File: config.mk
export PLATFORM = sky130hd
export DESIGN_NAME = ibf_core
export DESIGN_NICKNAME = d
export VERILOG_FILES = /design/src/inc/ibf_pkg.sv /design/src/ibf_sync.sv /design/src/ibf_cond.sv /design/src/ibf_core.sv
export SDC_FILE = /design/constraint.sdc
export NUM_CORES = 1
export LEC_CHECK = 0
export BUFFER_PORTS_ARGS = -buffer_cell sky130_fd_sc_hd__buf_2
export CORE_UTILIZATION = 50
export CTS_CLUSTER_DIAMETER = 30
export DETAILED_ROUTE_END_ITERATION = 8
export HOLD_SLACK_MARGIN = 0.12
export PLACE_DENSITY = 0.81
export SYNTH_ARGS = -nofsm -noshare
export SYNTH_HDL_FRONTEND = slang
export SYNTH_SLANG_ARGS = --single-unit
File: constraint.sdc
create_clock -name clk_sys -period 5.46 [get_ports clk_sys]
set_input_delay 0.273 -clock clk_sys [delete_from_list [all_inputs] [get_ports clk_sys]]
set_output_delay 0.273 -clock clk_sys [all_outputs]
set_load 0.05 [all_outputs]
File: src/inc/ibf_pkg.sv
// ibf_pkg: constants, states and carriers of the two-wire bus core.
// Assumes a 20 MHz system clock; the long hold and half-bit counts derive from it here.
package ibf_pkg;

  // ******************************
  // Timing
  // ******************************
  localparam int CLK_PERIOD_NS = 50;
  localparam int HOLD_LONG_NS = 300;
  // Least time rounds up to whole cycles
  localparam logic [2:0] HOLD_LONG_CYC =
    3'((HOLD_LONG_NS + CLK_PERIOD_NS - 1) / CLK_PERIOD_NS);
  localparam logic [2:0] HOLD_SHORT_CYC = 3'h1;
  localparam int HALF_BIT_NS = 5000;
  localparam logic [6:0] HALF_BIT_CYC = 7'(HALF_BIT_NS / CLK_PERIOD_NS);

  // ******************************
  // Framing
  // ******************************
  localparam logic [3:0] LAST_DATA_SLOT = 4'h7;
  localparam logic [3:0] ACK_SLOT = 4'h8;
  localparam int MSB_POS = 7;
  localparam int RW_POS = 0;
  localparam logic LINE_IDLE = 1'b1;

  // ******************************
  // Types
  // ******************************
  typedef enum logic [3:0]
  {
    ST_IDLE,
    ST_H_START,
    ST_H_LOW,
    ST_H_HIGH,
    ST_H_STOP_L,
    ST_H_STOP_H,
    ST_C_ADDR,
    ST_C_RX,
    ST_C_TX,
    ST_C_WAIT
  } ibf_state_e;

  typedef struct packed
  {
    logic scl;
    logic sda;
  } ibf_lines_s;

  typedef struct packed
  {
    logic start;
    logic stop;
    logic busy;
  } ibf_cond_s;

endpackage

File: src/ibf_sync.sv
// ibf_sync: three-stage filter for the two bus lines.
// Assumes raw pin levels asynchronous to clk_sys.
`timescale 1ns/1ns
`default_nettype none
module ibf_sync
(
  input wire logic clk_sys,
  input wire logic rst_b,
  input wire ibf_pkg::ibf_lines_s pins_i,
  output var ibf_pkg::ibf_lines_s lines_o
);

  logic [1:0] raw;
  logic [1:0] out_w;

  assign raw = pins_i;
  assign lines_o = out_w;

  // ******************************
  // One filter per line
  // ******************************
  for (genvar gi = 0; gi < 2; gi++)
  begin : g_bit
    logic [2:0] sh_q;
    logic [2:0] sh_d;
    logic o_q;
    logic o_d;

    // Output follows once stages two and three agree
    always_comb
    begin
      sh_d = {sh_q[1:0], raw[gi]};
      o_d = (sh_q[1] == sh_q[2]) ? sh_q[1] : o_q;
    end

    always_ff @(posedge clk_sys)
    begin
      if (!rst_b)
      begin
        sh_q <= {3{ibf_pkg::LINE_IDLE}};
        o_q <= ibf_pkg::LINE_IDLE;
      end
      else
      begin
        sh_q <= sh_d;
        o_q <= o_d;
      end
    end

    assign out_w[gi] = o_q;
  end

endmodule
`default_nettype wire

File: src/ibf_cond.sv
// ibf_cond: start and stop detection and bus busy tracking.
// Assumes filtered line levels on clk_sys.
`timescale 1ns/1ns
`default_nettype none
module ibf_cond
(
  input wire logic clk_sys,
  input wire logic rst_b,
  input wire logic en,
  input wire ibf_pkg::ibf_lines_s lines,
  output var ibf_pkg::ibf_cond_s cond_o
);

  ibf_pkg::ibf_lines_s prev_q;
  logic low_seen_q;
  logic low_seen_d;
  ibf_pkg::ibf_cond_s c_q;
  ibf_pkg::ibf_cond_s c_d;

  // ******************************
  // Condition decode
  // ******************************
  always_comb
  begin
    c_d.start = en && prev_q.scl && lines.scl && prev_q.sda && !lines.sda;
    c_d.stop = en && c_q.busy && low_seen_q && prev_q.scl && lines.scl &&
      !prev_q.sda && lines.sda;
    c_d.busy = c_q.busy;
    low_seen_d = low_seen_q;
    if (!en || c_d.stop)
    begin
      c_d.busy = 1'b0;
      low_seen_d = 1'b0;
    end
    else if (c_d.start)
    begin
      c_d.busy = 1'b1;
      low_seen_d = 1'b0;
    end
    else if (!lines.scl)
    begin
      low_seen_d = 1'b1;
    end
  end

  always_ff @(posedge clk_sys)
  begin
    if (!rst_b)
    begin
      prev_q <= {2{ibf_pkg::LINE_IDLE}};
      low_seen_q <= 1'b0;
      c_q <= '0;
    end
    else
    begin
      prev_q <= lines;
      low_seen_q <= low_seen_d;
      c_q <= c_d;
    end
  end

  assign cond_o = c_q;
endmodule
`default_nettype wire

File: src/ibf_core.sv
// ibf_core: two-wire bus framing, arbitration and clock stretching.
// Assumes open-drain pins resolved outside with pull-ups to high.
`timescale 1ns/1ns
`default_nettype none
module ibf_core
(
  input wire logic clk_sys,
  input wire logic rst_b,
  input wire logic port_enable_bit,
  input wire logic clock_release_bit,
  input wire logic data_hold_select_bit,
  input wire logic [7:0] own_address_register,
  input wire logic host_go,
  input wire logic host_more,
  input wire logic [7:0] host_tx_byte,
  input wire logic [7:0] client_tx_byte,
  input wire logic scl_i,
  input wire logic sda_i,
  output var logic scl_o,
  output var logic scl_oe,
  output var logic sda_o,
  output var logic sda_oe,
  output var logic [7:0] rx_byte,
  output var logic rx_valid,
  output var logic ack_status,
  output var logic host_done,
  output var logic arb_lost,
  output var logic bus_collision,
  output var logic bus_busy,
  output var logic addressed,
  output var logic read_req
);

  // ******************************
  // Line sampling
  // ******************************
  ibf_pkg::ibf_lines_s pins;
  ibf_pkg::ibf_lines_s lines;
  ibf_pkg::ibf_cond_s cond;

  assign pins = {scl_i, sda_i};

  // Filters ahead of all detection
  ibf_sync u_sync
  (
    .clk_sys(clk_sys),
    .rst_b(rst_b),
    .pins_i(pins),
    .lines_o(lines)
  );

  // Start, stop and busy tracking
  ibf_cond u_cond
  (
    .clk_sys(clk_sys),
    .rst_b(rst_b),
    .en(port_enable_bit),
    .lines(lines),
    .cond_o(cond)
  );

  // ******************************
  // State
  // ******************************
  ibf_pkg::ibf_state_e st_q, st_d;
  logic [6:0] cnt_q, cnt_d;
  logic [2:0] hold_q, hold_d;
  logic [3:0] bit_q, bit_d;
  logic [7:0] sh_q, sh_d;
  logic [7:0] rxb_q, rxb_d;
  logic pend_q, pend_d;
  logic sda_oe_q, sda_oe_d;
  logic host_scl_q, host_scl_d;
  logic stretch_q, stretch_d;
  logic scl_oe_q, scl_oe_d;
  logic scl_p_q;
  logic rxv_q, rxv_d;
  logic ack_q, ack_d;
  logic done_q, done_d;
  logic arb_q, arb_d;
  logic coll_q, coll_d;
  logic busy_q, busy_d;
  logic addr_q, addr_d;
  logic rdreq_q, rdreq_d;
  logic zero_q;
  logic scl_rise;
  logic scl_fall;
  logic host_st;
  logic lose;
  logic bus_idle;
  logic [2:0] hold_len;

  assign scl_rise = lines.scl && !scl_p_q;
  assign scl_fall = !lines.scl && scl_p_q;
  assign host_st = st_q inside {ibf_pkg::ST_H_START, ibf_pkg::ST_H_LOW,
    ibf_pkg::ST_H_HIGH, ibf_pkg::ST_H_STOP_L, ibf_pkg::ST_H_STOP_H};
  assign bus_idle = !cond.busy && lines.scl && lines.sda;
  assign hold_len = data_hold_select_bit ? ibf_pkg::HOLD_LONG_CYC :
    ibf_pkg::HOLD_SHORT_CYC;

  // ******************************
  // Next-state logic
  // ******************************
  always_comb
  begin
    st_d = st_q;
    cnt_d = cnt_q;
    hold_d = hold_q;
    bit_d = bit_q;
    sh_d = sh_q;
    rxb_d = rxb_q;
    pend_d = pend_q;
    sda_oe_d = sda_oe_q;
    host_scl_d = host_scl_q;
    rxv_d = 1'b0;
    ack_d = ack_q;
    done_d = 1'b0;
    arb_d = 1'b0;
    coll_d = 1'b0;
    addr_d = addr_q;
    rdreq_d = rdreq_q;
    lose = 1'b0;
    // Delayed data change after clock fall
    if (hold_q != 3'h0)
    begin
      hold_d = hold_q - 3'h1;
      if (hold_q == 3'h1)
        sda_oe_d = pend_q;
    end
    case (st_q)
      ibf_pkg::ST_IDLE:
      begin
        if (host_go && bus_idle)
        begin
          sda_oe_d = 1'b1;
          cnt_d = ibf_pkg::HALF_BIT_CYC;
          sh_d = host_tx_byte;
          st_d = ibf_pkg::ST_H_START;
        end
        else if (host_go && !cond.busy && lines.scl && !lines.sda)
          coll_d = 1'b1;
      end
      ibf_pkg::ST_H_START:
      begin
        cnt_d = cnt_q - 7'h1;
        if (cnt_q == 7'h1)
        begin
          host_scl_d = 1'b1;
          bit_d = 4'h0;
          pend_d = !sh_q[ibf_pkg::MSB_POS];
          hold_d = hold_len;
          cnt_d = ibf_pkg::HALF_BIT_CYC;
          st_d = ibf_pkg::ST_H_LOW;
        end
      end
      ibf_pkg::ST_H_LOW:
      begin
        cnt_d = cnt_q - 7'h1;
        if (cnt_q == 7'h1)
        begin
          host_scl_d = 1'b0;
          cnt_d = ibf_pkg::HALF_BIT_CYC;
          st_d = ibf_pkg::ST_H_HIGH;
        end
      end
      ibf_pkg::ST_H_HIGH:
      begin
        if (!lines.scl)
          cnt_d = ibf_pkg::HALF_BIT_CYC;
        else if (scl_rise)
        begin
          if (bit_q == ibf_pkg::ACK_SLOT)
            ack_d = lines.sda;
          else if (!sda_oe_q && !lines.sda)
            lose = 1'b1;
        end
        else
        begin
          cnt_d = cnt_q - 7'h1;
          if (cnt_q == 7'h1)
          begin
            host_scl_d = 1'b1;
            hold_d = hold_len;
            cnt_d = ibf_pkg::HALF_BIT_CYC;
            st_d = ibf_pkg::ST_H_LOW;
            if (bit_q == ibf_pkg::ACK_SLOT)
            begin
              done_d = 1'b1;
              bit_d = 4'h0;
              sh_d = host_tx_byte;
              pend_d = !host_tx_byte[ibf_pkg::MSB_POS];
              if (!host_more)
              begin
                pend_d = 1'b1;
                st_d = ibf_pkg::ST_H_STOP_L;
              end
            end
            else
            begin
              bit_d = bit_q + 4'h1;
              sh_d = {sh_q[6:0], 1'b0};
              pend_d = (bit_q == ibf_pkg::LAST_DATA_SLOT) ? 1'b0 : !sh_q[6];
            end
          end
        end
      end
      ibf_pkg::ST_H_STOP_L:
      begin
        cnt_d = cnt_q - 7'h1;
        if (cnt_q == 7'h1)
        begin
          host_scl_d = 1'b0;
          cnt_d = ibf_pkg::HALF_BIT_CYC;
          st_d = ibf_pkg::ST_H_STOP_H;
        end
      end
      ibf_pkg::ST_H_STOP_H:
      begin
        if (!lines.scl)
          cnt_d = ibf_pkg::HALF_BIT_CYC;
        else
        begin
          cnt_d = cnt_q - 7'h1;
          if (cnt_q == 7'h1)
          begin
            sda_oe_d = 1'b0;
            st_d = ibf_pkg::ST_IDLE;
          end
        end
      end
      ibf_pkg::ST_C_ADDR, ibf_pkg::ST_C_RX:
      begin
        if (scl_rise && bit_q < ibf_pkg::ACK_SLOT)
          sh_d = {sh_q[6:0], lines.sda};
        if (scl_fall)
        begin
          hold_d = hold_len;
          bit_d = bit_q + 4'h1;
          if (bit_q == ibf_pkg::LAST_DATA_SLOT)
          begin
            hold_d = 3'h0;
            if (st_q == ibf_pkg::ST_C_RX)
            begin
              pend_d = 1'b1;
              hold_d = hold_len;
              rxb_d = sh_q;
              rxv_d = 1'b1;
            end
            else if (sh_q[7:1] == own_address_register[7:1])
            begin
              pend_d = 1'b1;
              hold_d = hold_len;
              addr_d = 1'b1;
              rdreq_d = sh_q[ibf_pkg::RW_POS];
            end
            else
              st_d = ibf_pkg::ST_C_WAIT;
          end
          else if (bit_q == ibf_pkg::ACK_SLOT)
          begin
            bit_d = 4'h0;
            pend_d = 1'b0;
            st_d = ibf_pkg::ST_C_RX;
            if (st_q == ibf_pkg::ST_C_ADDR && rdreq_q)
            begin
              sh_d = client_tx_byte;
              pend_d = !client_tx_byte[ibf_pkg::MSB_POS];
              st_d = ibf_pkg::ST_C_TX;
            end
          end
          else
            hold_d = 3'h0;
        end
      end
      ibf_pkg::ST_C_TX:
      begin
        if (scl_rise && bit_q == ibf_pkg::ACK_SLOT && lines.sda)
          st_d = ibf_pkg::ST_C_WAIT;
        else if (scl_rise && bit_q != ibf_pkg::ACK_SLOT &&
          !sda_oe_q && !lines.sda)
          lose = 1'b1;
        if (scl_fall)
        begin
          hold_d = hold_len;
          bit_d = bit_q + 4'h1;
          sh_d = {sh_q[6:0], 1'b0};
          pend_d = (bit_q == ibf_pkg::LAST_DATA_SLOT) ? 1'b0 : !sh_q[6];
          if (bit_q == ibf_pkg::ACK_SLOT)
          begin
            bit_d = 4'h0;
            sh_d = client_tx_byte;
            pend_d = !client_tx_byte[ibf_pkg::MSB_POS];
          end
        end
      end
      ibf_pkg::ST_C_WAIT:
        sda_oe_d = 1'b0;
      default:
        st_d = ibf_pkg::ST_IDLE;
    endcase
    // Lost arbitration: let go of both lines
    if (lose)
    begin
      sda_oe_d = 1'b0;
      host_scl_d = 1'b0;
      hold_d = 3'h0;
      arb_d = 1'b1;
      coll_d = 1'b1;
      st_d = ibf_pkg::ST_C_WAIT;
    end
    // Conditions from other parties restart client logic
    if (!host_st && (cond.start || cond.stop))
    begin
      sda_oe_d = 1'b0;
      hold_d = 3'h0;
      addr_d = 1'b0;
      rdreq_d = 1'b0;
      // Start's own clock fall wraps the count to zero
      bit_d = 4'hF;
      st_d = cond.start ? ibf_pkg::ST_C_ADDR : ibf_pkg::ST_IDLE;
    end
    stretch_d = !clock_release_bit && (stretch_q || !lines.scl);
    busy_d = cond.busy;
    if (!port_enable_bit)
    begin
      st_d = ibf_pkg::ST_IDLE;
      sda_oe_d = 1'b0;
      host_scl_d = 1'b0;
      stretch_d = 1'b0;
      hold_d = 3'h0;
      addr_d = 1'b0;
      rdreq_d = 1'b0;
    end
    scl_oe_d = host_scl_d || stretch_d;
  end

  // ******************************
  // Registers
  // ******************************
  always_ff @(posedge clk_sys)
  begin
    if (!rst_b)
    begin
      st_q <= ibf_pkg::ST_IDLE;
      cnt_q <= 7'h00;
      hold_q <= 3'h0;
      bit_q <= 4'h0;
      sh_q <= 8'h00;
      rxb_q <= 8'h00;
      pend_q <= 1'b0;
      sda_oe_q <= 1'b0;
      host_scl_q <= 1'b0;
      stretch_q <= 1'b0;
      scl_oe_q <= 1'b0;
      scl_p_q <= ibf_pkg::LINE_IDLE;
      rxv_q <= 1'b0;
      ack_q <= 1'b0;
      done_q <= 1'b0;
      arb_q <= 1'b0;
      coll_q <= 1'b0;
      busy_q <= 1'b0;
      addr_q <= 1'b0;
      rdreq_q <= 1'b0;
      zero_q <= 1'b0;
    end
    else
    begin
      st_q <= st_d;
      cnt_q <= cnt_d;
      hold_q <= hold_d;
      bit_q <= bit_d;
      sh_q <= sh_d;
      rxb_q <= rxb_d;
      pend_q <= pend_d;
      sda_oe_q <= sda_oe_d;
      host_scl_q <= host_scl_d;
      stretch_q <= stretch_d;
      scl_oe_q <= scl_oe_d;
      scl_p_q <= lines.scl;
      rxv_q <= rxv_d;
      ack_q <= ack_d;
      done_q <= done_d;
      arb_q <= arb_d;
      coll_q <= coll_d;
      busy_q <= busy_d;
      addr_q <= addr_d;
      rdreq_q <= rdreq_d;
      zero_q <= 1'b0;
    end
  end

  // Pin drive levels are always low
  assign scl_o = zero_q;
  assign sda_o = zero_q;
  assign scl_oe = scl_oe_q;
  assign sda_oe = sda_oe_q;
  assign rx_byte = rxb_q;
  assign rx_valid = rxv_q;
  assign ack_status = ack_q;
  assign host_done = done_q;
  assign arb_lost = arb_q;
  assign bus_collision = coll_q;
  assign bus_busy = busy_q;
  assign addressed = addr_q;
  assign read_req = rdreq_q;
endmodule
`default_nettype wire

* After elaboration in Yosys (flattened, before gate mapping)
Index checks and enable logic that the tools add are counted.
** Word-level totals
- Logic and storage cells :: 263
- Bits in writable memories :: 0
- Memories :: 0
- Input bits :: 33
- ROM bits :: 0
- Latch bits :: 0
- Output and inout bits :: 20
- Flip-flop bits (word level) :: 61
** Operators by class
- Div/mod/pow operators :: 0
- $lt $le $gt $ge :: 1
- Multiply operators :: 0
- Add/subtract/negate cells :: 3
- Shifts and indexed selects :: 0
- Reductions and logical operators :: 70
- Equal/unequal tests :: 48
- Bitwise operators :: 6
- Multiplexer cells :: 106
** Operators with widths (count)
- 4-bit 2-to-1 mux :: 26
- 8-bit 2-to-1 mux :: 12
- 3-bit 2-to-1 mux :: 14
- 1-bit 2-to-1 mux :: 40
- 4-bit case mux with 9 select lines :: 1
- 7-bit 2-to-1 mux :: 5
- 8-bit case mux with 4 select lines :: 1
- 1-bit logical AND :: 28
- 4-bit by 2-bit inequality test with 1-bit output (second input constant) :: 7
- 7-bit case mux with 4 select lines :: 1
- 4-bit by 3-bit equality test with 1-bit output (second input constant) :: 5
- 4-bit inequality test (second input constant) :: 5
- 4-bit case mux with 4 select lines :: 1
- 3-bit inequality test (second input constant) :: 5
- 5-bit inequality test (second input constant) :: 3
- 15-bit AND reduction :: 1
- 1-bit logical NOT :: 13
- 4-bit equality test (second input constant) :: 3
- 3-bit case mux with 4 select lines :: 1
- 4-bit AND reduction :: 3
- 4-bit nonzero test :: 3
- 5-bit nonzero test :: 2
- 3-bit by 1-bit inequality test with 1-bit output (second input constant) :: 3
- 9-bit AND reduction :: 1
- 30 further kinds :: 50

* Depth between registers and ports, before layout
Gate-level depths: netlist of the first run.
- Depth in word-level cells :: 11
- Depth in mapped cells :: 9
- Gate-level depth less buffers :: 8

* Modules after synthesis
A second synthesis of the first run with hierarchy kept.
** Unflattened totals
- Cell total of the unflattened synthesis :: 459
- Area, all modules :: 3709.8 µm²
** Modules (own cells, without submodules)
- ibf_core :: times used 1, cells each 415, area each 3250.6 µm², sequential area each 960.9 µm²
- ibf_sync :: times used 1, cells each 22, area each 240.2 µm², sequential area each 160.2 µm²
- ibf_cond :: times used 1, cells each 22, area each 219.0 µm², sequential area each 120.1 µm²

* Worst setup path after synthesis of the first run
No wires, ideal clock.
- Path kind :: register -> register
- Start point :: reg cnt_q[1]
- End point :: reg bit_q[3]
- Cell stages (with the launch flop) :: 8
- Arrival time :: 1.977 ns
- Data required time :: 5.386 ns
- Path slack :: 3.409 ns
- Library setup time :: 0.074 ns
- Path buffers :: 0
- Clock period less this slack :: 2.051 ns
- Path through :: dfxtp_1 > inv_1 > ha_1 > or4b_4 > o211ai_2 > o221ai_2 > or4_1 > a31oi_1
** Between the ends
- Longest elaborated chain between the ends :: 3
- Elaborated cells between the ends (all ways) :: 4
- Classes of those cells :: eq/ne: 3; reduce/logical: 1
** Ends and longest elaborated chain
- start, declared :: line ibf_core.sv:66 : logic [6:0] cnt_q, cnt_d;
- start signal, assigned :: line ibf_core.sv:369 : cnt_q <= cnt_d;
- 7-bit by 1-bit equality test with 1-bit output * :: line ibf_core.sv:146, ibf_core.sv:180
- 3-bit by 1-bit inequality test with 1-bit output (no line)
- 7-bit AND reduction (no line) *
- end signal, assigned :: line ibf_core.sv:371 : bit_q <= bit_d;
- end, declared :: line ibf_core.sv:68 : logic [3:0] bit_q, bit_d;
Mark *: on every way between the ends. The rest lies on a longest branch, timed or not.
A chain may end at the register's enable or synchronous reset.

* Worst setup path after layout of the first run
- Start point :: reg st_q[1]
- End point :: reg rxb_q[2], in the netlist rx_byte[2]
** Between the ends
- Longest elaborated chain between the ends :: 3
- Elaborated cells between the ends (all ways) :: 4
- Classes of those cells :: eq/ne: 2; reduce/logical: 2
** Ends and longest elaborated chain
- start, declared :: line ibf_core.sv:65 : ibf_pkg::ibf_state_e st_q, st_d;
- start signal, assigned :: line ibf_core.sv:344 : st_q <= ibf_pkg::ST_IDLE;
- start signal, assigned :: line ibf_core.sv:368 : st_q <= st_d;
- 4-bit by 3-bit equality test with 1-bit output, on equally long branches :: line ibf_core.sv:130, ibf_core.sv:242
- 2-bit OR reduction :: line ibf_core.sv:130 : case (st_q)
- 4-bit AND reduction (no line) *
- end signal, assigned :: line ibf_core.sv:373 : rxb_q <= rxb_d;
- end, declared :: line ibf_core.sv:70 : logic [7:0] rxb_q, rxb_d;
Marks and branches as above.

==> flow_summary.yaml, run 1 <==
setup_path:
  critPathMaxStageDelay_ps: 950
  critPathMostFrequentCell: "nor2_1"
  crit_type: "register to register"
  cp_max_fo: 29
  cp-start-kind: "register"
  cp_data_required_time_ps: 5660
  critPathArrivalTime_ps: 3050
  critPathSlowestCell: "dfxtp_1"
  reg2reg_depth: 5
  crit_buf_inv: 0
  crit_chain: "nand3b_1, nor2_1, nand3_1, mux2i_1, nor2_1"
  r2r_setup_slack_ps: 2610
  worstSetupEndpointType: "register"
  path_delay_family: "simple AND/OR/NAND/NOR gates"
  reg2reg_to: "rx_byte[2]$_SDFFE_PN0P_"
  r2r-start: "st_q[1]$_SDFFE_PN0P_"
timing:
  hold_violations: 0
  worst_pin_slew_ps: 969
  fmax_mhz: 351
  period_needed_ps: 2850
  post-route-period-util: 0.522
  fin_setup_tns_ps: 0
  finalSetupViolations: 0
  slew_headroom: 0.353
  rsz0062_at_grt: "no"
  clock_skew_ps: 8.49
  slew_viol_final: 0
  hold_ws_ps: 253
  fin_ws_ps: 2610
floorplan:
  row_count: 30
  die_h_um: 86.5
  ios: 53
  start_util: 0.523
  core_um2: 6830
  die_x_um: 86.5
  die_area_um2: 7480
route:
  drtAntennaViolNets: 0
  routed_via_density: 6.14
  firstDrtPassIters: 9
  drtIter0Drc: 416
  vias: 3549
  wl_per_cell_um: 16.4
  drcViolationCount: 1
  drt_wl_total_um: 9460
cts:
  cts.htree.levels: 3
  cts_tree: "yes"
  clkLatencyLatePin_ps: 340
  clock_path_buffers: 2
  cts_root_buf: "clkbuf_8"
  cts.sinks: 61
  cts_buffers: 9
  clkSlewWorstSetupHoldPaths_ps: 70
  postCtsResizedCells: 0
placed_design:
  pre_cts_ws_ps: 2720
  port_buffers: 49
  place_area_um2: 3840
  place_hpwl_um: 6550
  gp_congestion: 0.972
run_status:
  outcome: "finished with violations"
  violations: "DRC"
yosys:
  ys_top_cells_by_count: "dfxtp_1 (61), nor2_1 (43), nand2_1 (38), a21oi_1 (26), o21ai_0 (22)"
  synth_edf_count: 0
  ys_types: 76
  postSynthCellCount: 437
  yosys_warnings: 0
  async_flop_share: 0
  avgSynthCellArea_um2: 8.17
  ys_seq_elements: 61
  netlist_area_um2: 3570
  synth_top_area_frac: 0.342
  synth.most_common_cell: "dfxtp_1"
  ys_seq_area_frac: 0.342
  synth_top_cell_by_area: "dfxtp_1"
  synthTopCellsByArea: "dfxtp_1 (34%), mux2i_1 (5.0%), nor2_1 (4.5%), nand2_1 (4.0%), a21oi_1 (3.6%)"
  synthFlopType: "dfxtp_1"
finish:
  diodes: 0
  design_area_um2: 4130
  area_delta_synth_final_pct: 15.6
  drive_gt1_frac: 0.172
  num-fill-cells: 610
  nets: 517
  utilization: 0.604
min_path:
  hp-start: "port_enable_bit"
  hold-path-endpoint: "u_cond.cond_o[0]$_SDFFE_PP0P_"
  hold_path_class: "input pin to register"
  hold_path_depth: 3
grt:
  grt_use_met1: 0.352
  grt.met3_usage: 0.0648
  grt_max_degree: 32
  grtUsageTotal: 0.266
  globalRouteOverflowTotal: 0
  grt_pass1_wl_um: 15500
  antenna_found_initial: 0
  grt_pass1_vias: 3249
  use_met2: 0.406
  busiest_layer: "met2"
pwr:
  powerDensity_nw_per_um2: 274
  ir_worst_vdd_mv: 0.220
  p_leak_nw: 1.69
flow_run:
  cap_violations: 0
## stage by stage
stage / cells / total power (W)
finish: 578 / 0.00113
global route: 578 / 0.00117
CTS: 578 / 0.00113
detailed placement: 559 / 0.000614
global placement: 559 / 0.000610
floorplan: 438 / 0.000578
## how the worst max path moves through the flow
stage | startpoint | end | slack (ps) | cells past startpoint
after floorplan | cnt_q[1]$_SDFFE_PN0P_ | bit_q[3]$_SDFFE_PN0P_ | 3410 | 7
after detailed placement | st_q[1]$_SDFFE_PN0P_ | rx_byte[2]$_SDFFE_PN0P_ | 2720 | 5
after global placement | st_q[1]$_SDFFE_PN0P_ | rx_byte[4]$_SDFFE_PN0P_ | 2830 | 5
final | st_q[1]$_SDFFE_PN0P_ | rx_byte[2]$_SDFFE_PN0P_ | 2610 | 5
after CTS | st_q[1]$_SDFFE_PN0P_ | rx_byte[2]$_SDFFE_PN0P_ | 2700 | 5
after global routing | st_q[1]$_SDFFE_PN0P_ | rx_byte[3]$_SDFFE_PN0P_ | 2490 | 5
## placed cells by master, fill, tap and decap left out, types with 4 or more instances in the layout
cell,count
a222oi_1,6
nor2b_1,5
nand2_1,38
o211ai_1,6
inv_1,19
a211oi_1,5
nand3b_1,7
a31oi_1,8
xor2_1,11
nor3_1,13
dfxtp_1,61
a21oi_1,26
clkbuf_8,12
nand3_1,11
mux2i_1,18
and2_1,4
a22o_1,7
buf_2,49
nand2b_1,13
o21ai_0,22
ha_1,7
nor2_1,43
## cell families (layout without fill, tap and decap cells)
| kind of cell | Yosys count | after routing | share of synthesized area |
|---|---|---|---|
| simple gates | 168 | 168 | 0.249 |
| mux | 20 | 20 | 0.0568 |
| compound gates | 123 | 123 | 0.245 |
| buf+inv | 45 | 89 | 0.0522 |
| xor+xnor | 12 | 12 | 0.0294 |
| flops | 61 | 61 | 0.342 |
| other cells | 1 | 2 | 0.00105 |
| fa+ha+maj | 7 | 7 | 0.0245 |
## sequential cells by signal, summed over array words and instances, names as in the netlist, 2 cells and up
| signal | cells |
|---|---|
| u_sync.g_bit.sh_q | 6 |
| cnt_q | 7 |
| u_cond.prev_q | 2 |
| u_sync.g_bit.o_q | 2 |
| sh_q | 8 |
| bit_q | 4 |
| st_q | 4 |
| u_cond.cond_o | 3 |
| hold_q | 3 |
| rx_byte | 8 |
## cell type report
cell class                      count  area (um^2)  area share
Sequential cell                    61         1220       0.296
Inverter                           19         71.3      0.0173
Clock buffer                       13          169      0.0409
Timing Repair Buffer               54          290      0.0703
Tap cell                           96          120      0.0291
Multi-Input combinational cell    332         2170       0.525
Clock inverter                      3         90.1      0.0218
## what timing repair did
item                      in CTS  in global routing
hold buffers                   3                  0
hold endpoints to repair       3                  0
setup buffers                  0                  0
## routing by layer
layer,vias to the layer above,share of wire
met2,201,0.44
met4,0,0.029
met1,1626,0.44
met3,40,0.089
met5,-,0
li1,1682,-
## power breakdown
part	switching, W	internal, W
sequential	0.0000213	0.000459
clock	0.000180	0.000341
combinational	0.0000739	0.0000550
total	0.000275	0.000855
## tightest hold or removal path, cell delays in order
cell and delay [ps]:
buf_2 110, nand2_1 110, a211oi_1 50
No activity file was read; power rests on OpenSTA's default activity.
==> run 2: changes to the inputs <==
--- a/config.mk
+++ b/config.mk
@@ -10,7 +10,7 @@
 export CTS_CLUSTER_DIAMETER = 30
 export DETAILED_ROUTE_END_ITERATION = 8
 export HOLD_SLACK_MARGIN = 0.12
-export PLACE_DENSITY = 0.81
+export PLACE_DENSITY = 0.84
 export SYNTH_ARGS = -nofsm -noshare
 export SYNTH_HDL_FRONTEND = slang
 export SYNTH_SLANG_ARGS = --single-unit
==> constraint.sdc (replaced) <==
create_clock -name clk_sys -period 2.45 [get_ports clk_sys]
set_input_delay 0.1225 -clock clk_sys [delete_from_list [all_inputs] [get_ports clk_sys]]
set_output_delay 0.1225 -clock clk_sys [all_outputs]
set_load 0.05 [all_outputs]
==> flow_summary.yaml, run 2 (synthesis results as in run 1) <==
pwr:
  p_leak_nw: 1.83
  powerDensity_nw_per_um2: 555
  ir_worst_vdd_mv: 0.496
route:
  vias: 3681
  drt_wl_total_um: 9970
  wl_per_cell_um: 16.3
  drtAntennaViolNets: 0
  drcViolationCount: 0
  routed_via_density: 6.02
  firstDrtPassIters: 6
  drtIter0Drc: 398
setup_path:
  critPathSlowestCell: "or4b_4"
  critPathMaxStageDelay_ps: 500
  crit_buf_inv: 2
  critPathArrivalTime_ps: 2520
  crit_type: "register to register"
  cp_max_fo: 5
  path_delay_family: "simple AND/OR/NAND/NOR gates"
  cp-start-kind: "register"
  worstSetupEndpointType: "register"
  cp_data_required_time_ps: 2680
  crit_chain: "inv_1, ha_1, or4b_4, nor2_2, buf_4, a21oi_1, o21bai_1, a41oi_2, mux2i_1"
timing:
  hold_violations: 0
  post-route-period-util: 0.938
  slew_headroom: 0.483
  finalSetupViolations: 0
  slew_viol_final: 0
  clock_skew_ps: 11.7
  fmax_mhz: 435
  rsz0062_at_grt: "no"
  worst_pin_slew_ps: 775
  hold_ws_ps: 124
  period_needed_ps: 2300
  fin_setup_tns_ps: 0
grt:
  globalRouteOverflowTotal: 0
  grtUsageTotal: 0.279
  grt_max_degree: 22
  grt_pass1_vias: 3429
  antenna_found_initial: 0
  grt_pass1_wl_um: 16300
cts:
  cts_buffers: 9
  post_cts_buffers: 0
  cts_root_buf: "clkbuf_8"
  clkSlewWorstSetupHoldPaths_ps: 70
  cts.sinks: 61
  clock_path_buffers: 2
  cts_tree: "yes"
  cts.htree.levels: 3
  clkLatencyLatePin_ps: 350
floorplan:
  row_count: 30
  core_um2: 6830
  ios: 53
  start_util: 0.523
  die_area_um2: 7480
  die_x_um: 86.5
  die_h_um: 86.5
finish:
  drive_gt1_frac: 0.221
  final_common_cell: "dfxtp_1"
  layout_common_cells: "dfxtp_1 (61), buf_2 (49), nor2_1 (43)"
  diodes: 0
  area_delta_synth_final_pct: 22.2
  nets: 550
  num-fill-cells: 595
run_status:
  outcome: "finished, final reports clean"
placed_design:
  port_buffers: 49
  place_hpwl_um: 7160
  gp_congestion: 0.993
flow_run:
  cap_violations: 0
min_path:
  hold_path_class: "input pin to register"
-- run 2: tightest hold or removal path: stages --
cell and delay, ps:
buf_2 80, a222oi_1 70, inv_1 60, a22o_1 110
-- run 2: power by group --
group | switching (W) | internal, W
Combinational | 0.000180 | 0.000142
Sequential | 0.0000399 | 0.00102
Clock | 0.000404 | 0.000630
Total | 0.000625 | 0.00179
-- run 2: final timing paths --
kind                                           start                                  to  slack (ps)  cells after the start
hold reg to reg   u_sync.g_bit[1].sh_q[0]$_SDFF_PN1_  u_sync.g_bit[1].sh_q[1]$_SDFF_PN1_         410                      1
hold / removal                       host_tx_byte[4]                sh_q[4]$_SDFFE_PN0P_         120                      4
setup reg to reg               cnt_q[1]$_SDFFE_PN0P_                st_q[0]$_SDFFE_PN0P_         150                      9
setup / recovery               cnt_q[1]$_SDFFE_PN0P_                st_q[0]$_SDFFE_PN0P_         150                      9
-- run 2: cell type report --
class | instances | area (um^2) | share of cell area
clock inverter | 3 | 67.6 | 0.0155
multi-input combinational | 332 | 2180 | 0.500
clock buffer | 13 | 159 | 0.0364
tap | 96 | 120 | 0.0275
sequential | 61 | 1220 | 0.280
timing repair buffer | 87 | 543 | 0.124
inverter | 19 | 71.3 | 0.0163
-- run 2: repair_timing --
action	CTS	global route
endpoints found under the hold margin	6	0
endpoints found under the setup margin	0	5
gates resized for setup	0	2
hold buffers	5	0
-- run 2: layer usage --
metal,part of all wire,vias to the layer above,track usage
met5,0,-,0
met2,0.47,178,0.458
met3,0.072,32,0.0457
li1,-,1746,-
met1,0.43,1725,0.359
met4,0.029,0,0.130
-- run 2: per-stage QoR --
step	area, um^2	setup WS (ps)	cells	total power, W	util
global placement	4070	238	590	0.00138	0.596
floorplan	3570	399	438	0.00129	-
finish	4360	151	611	0.00242	0.639
CTS	4350	184	611	0.00242	0.637
detailed placement	4070	216	590	0.00139	0.596
global route	4360	15.4	611	0.00250	0.639
==> run 3: changes to the inputs <==
--- a/config.mk
+++ b/config.mk
@@ -6,11 +6,14 @@
 export NUM_CORES = 1
 export LEC_CHECK = 0
 export BUFFER_PORTS_ARGS = -buffer_cell sky130_fd_sc_hd__buf_2
-export CORE_UTILIZATION = 50
+export CELL_PAD_IN_SITES_DETAIL_PLACEMENT = 2
+export CELL_PAD_IN_SITES_GLOBAL_PLACEMENT = 2
+export CORE_UTILIZATION = 30
 export CTS_CLUSTER_DIAMETER = 30
+export CTS_CLUSTER_SIZE = 30
 export DETAILED_ROUTE_END_ITERATION = 8
 export HOLD_SLACK_MARGIN = 0.12
-export PLACE_DENSITY = 0.84
+export PLACE_DENSITY = 0.85
 export SYNTH_ARGS = -nofsm -noshare
 export SYNTH_HDL_FRONTEND = slang
 export SYNTH_SLANG_ARGS = --single-unit
==> flow_summary.yaml, run 3 (synthesis results as in run 1) <==
run_status:
  outcome: "finished with violations"
  violations: "DRC, setup timing"
timing:
  hold_violations: 0
  fin_setup_tns_ps: -81.9
  post-route-period-util: 1.02
  hold_ws_ps: 136
  worst_pin_slew_ps: 771
  finalSetupViolations: 2
  period_needed_ps: 2500
  fmax_mhz: 399
  fin_ws_ps: -53.2
  slew_viol_final: 0
  clock_skew_ps: 11.2
  slew_headroom: 0.486
  rsz0062_at_grt: "yes"
route:
  drtIter0Drc: 340
  drtAntennaViolNets: 0
  firstDrtPassIters: 9
  routed_via_density: 6.05
  wl_per_cell_um: 25.5
  drt_wl_total_um: 16900
  drcViolationCount: 2
  vias: 4004
setup_path:
  r2r-start: "st_q[2]$_SDFFE_PN0P_"
  r2r_setup_slack_ps: -50
  worstSetupEndpointType: "register"
  reg2reg_to: "st_q[1]$_SDFFE_PN0P_"
  cp-start-kind: "register"
  critPathMaxStageDelay_ps: 590
  critPathArrivalTime_ps: 2760
  critPathSlowestCell: "dfxtp_1"
  crit_chain: "buf_4, nand3b_1, a311oi_1, buf_4, a21oi_1, o21ai_0, nand2_1, mux2i_1"
  path_delay_family: "compound AO/OA/AOI/OAI gates"
  crit_buf_inv: 2
  cp_data_required_time_ps: 2710
  critPathMostFrequentCell: "buf_4"
  crit_type: "register to register"
  reg2reg_depth: 8
  cp_max_fo: 11
grt:
  antenna_found_initial: 0
  grt_max_degree: 26
  grtUsageTotal: 0.282
  grt_pass1_vias: 4528
  grt_pass1_wl_um: 26500
  globalRouteOverflowTotal: 0
floorplan:
  die_area_um2: 12300
  core_um2: 11500
  ios: 53
  die_h_um: 111
  row_count: 39
  die_x_um: 111
  start_util: 0.310
min_path:
  hold_path_depth: 4
  hold-path-endpoint: "sh_q[4]$_SDFFE_PN0P_"
  hold_path_class: "input pin to register"
  hp-start: "host_tx_byte[4]"
cts:
  cts_buffers: 9
  cts_tree: "yes"
  clkSlewWorstSetupHoldPaths_ps: 60
  cts.htree.levels: 3
  cts.sinks: 61
  clkLatencyLatePin_ps: 340
  clock_path_buffers: 2
  cts_root_buf: "clkbuf_16"
placed_design:
  gp_congestion: 0.901
  port_buffers: 49
  place_hpwl_um: 10900
finish:
  layout_common_cells: "dfxtp_1 (58), buf_2 (49), nor2_1 (43)"
  nets: 554
  final-seq-area_um2: 1220
  multi_input_area_um2: 2210
  num-fill-cells: 1290
  area_delta_synth_final_pct: 27.4
  drive_gt1_frac: 0.250
  final_common_cell: "dfxtp_1"
  diodes: 0
pwr:
  p_leak_nw: 1.90
  ir_worst_vdd_mv: 0.561
  powerDensity_nw_per_um2: 608
flow_run:
  cap_violations: 0
[run 3: changes by cell type in the layout (fill, tap and decap cells not counted), moves of 2 or more]
| cell | before | now |
|---|---|---|
| clkbuf_8 | 11 | 1 |
| clkbuf_16 | 0 | 9 |
| buf_4 | 33 | 39 |
| dfxtp_1 | 61 | 58 |
| dfxtp_2 | 0 | 3 |
| clkbuf_1 | 2 | 0 |
| clkinv_2 | 0 | 2 |
| clkinvlp_4 | 1 | 3 |
| dlygate4sd3_1 | 5 | 3 |
[run 3: layout make-up]
type / count / share of cell area
clock buffers: 10 / 0.0525
well taps: 143 / 0.0393
clock inverters: 6 / 0.0137
multi-input cells: 332 / 0.485
flip-flops and latches: 61 / 0.269
repair buffers: 91 / 0.125
inverters: 19 / 0.0157
[run 3: what timing repair did]
item / 4_1_cts / 5_1_grt
endpoints found under the hold margin: 3 / 0
buffers inserted: 0 / 0
gates resized for setup: 3 / 10
setup endpoints to repair: 7 / 20
hold buffers: 3 / 0
[run 3: layer usage]
metal	vias up	wire (um)	track usage
met3	56	913	0.0481
li1	1752	-	-
met4	0	669	0.166
met1	2016	6820	0.320
met5	-	0	0
met2	180	8500	0.496
[run 3: through the flow]
stage / worst slack, ps / power, W / util / std cells / instance area [um^2]
floorplan: 399 / 0.00129 / - / 438 / 3570
global placement: 170 / 0.00140 / 0.363 / 643 / 4180
detailed placement: 82.4 / 0.00143 / 0.363 / 643 / 4180
CTS: 8.21 / 0.00276 / 0.392 / 662 / 4520
global route: -36.7 / 0.00284 / 0.395 / 662 / 4550
finish: -53.2 / 0.00277 / 0.395 / 662 / 4550
[run 3: worst min-delay path: cells and delay by family]
| family | cells | cell delay, ps |
|---|---|---|
| AO/OA/AOI/OAI | 2 | 180 |
| buffers and inverters | 2 | 150 |
[run 3: how the worst max path moves through the flow]
stage | from | endpoint | cells past startpoint
finish | st_q[2]$_SDFFE_PN0P_ | st_q[1]$_SDFFE_PN0P_ | 8
global route | cnt_q[1]$_SDFFE_PN0P_ | sh_q[3]$_SDFFE_PN0P_ | 9
CTS | st_q[0]$_SDFFE_PN0P_ | st_q[2]$_SDFFE_PN0P_ | 6
detailed placement | st_q[0]$_SDFFE_PN0P_ | st_q[2]$_SDFFE_PN0P_ | 6
global placement | st_q[0]$_SDFFE_PN0P_ | cnt_q[3]$_SDFFE_PN0P_ | 7
floorplan | cnt_q[1]$_SDFFE_PN0P_ | bit_q[3]$_SDFFE_PN0P_ | 7
[run 3: power by group]
part	switching [W]	internal, W
clock network	0.000511	0.000811
registers	0.0000455	0.00102
logic	0.000227	0.000147
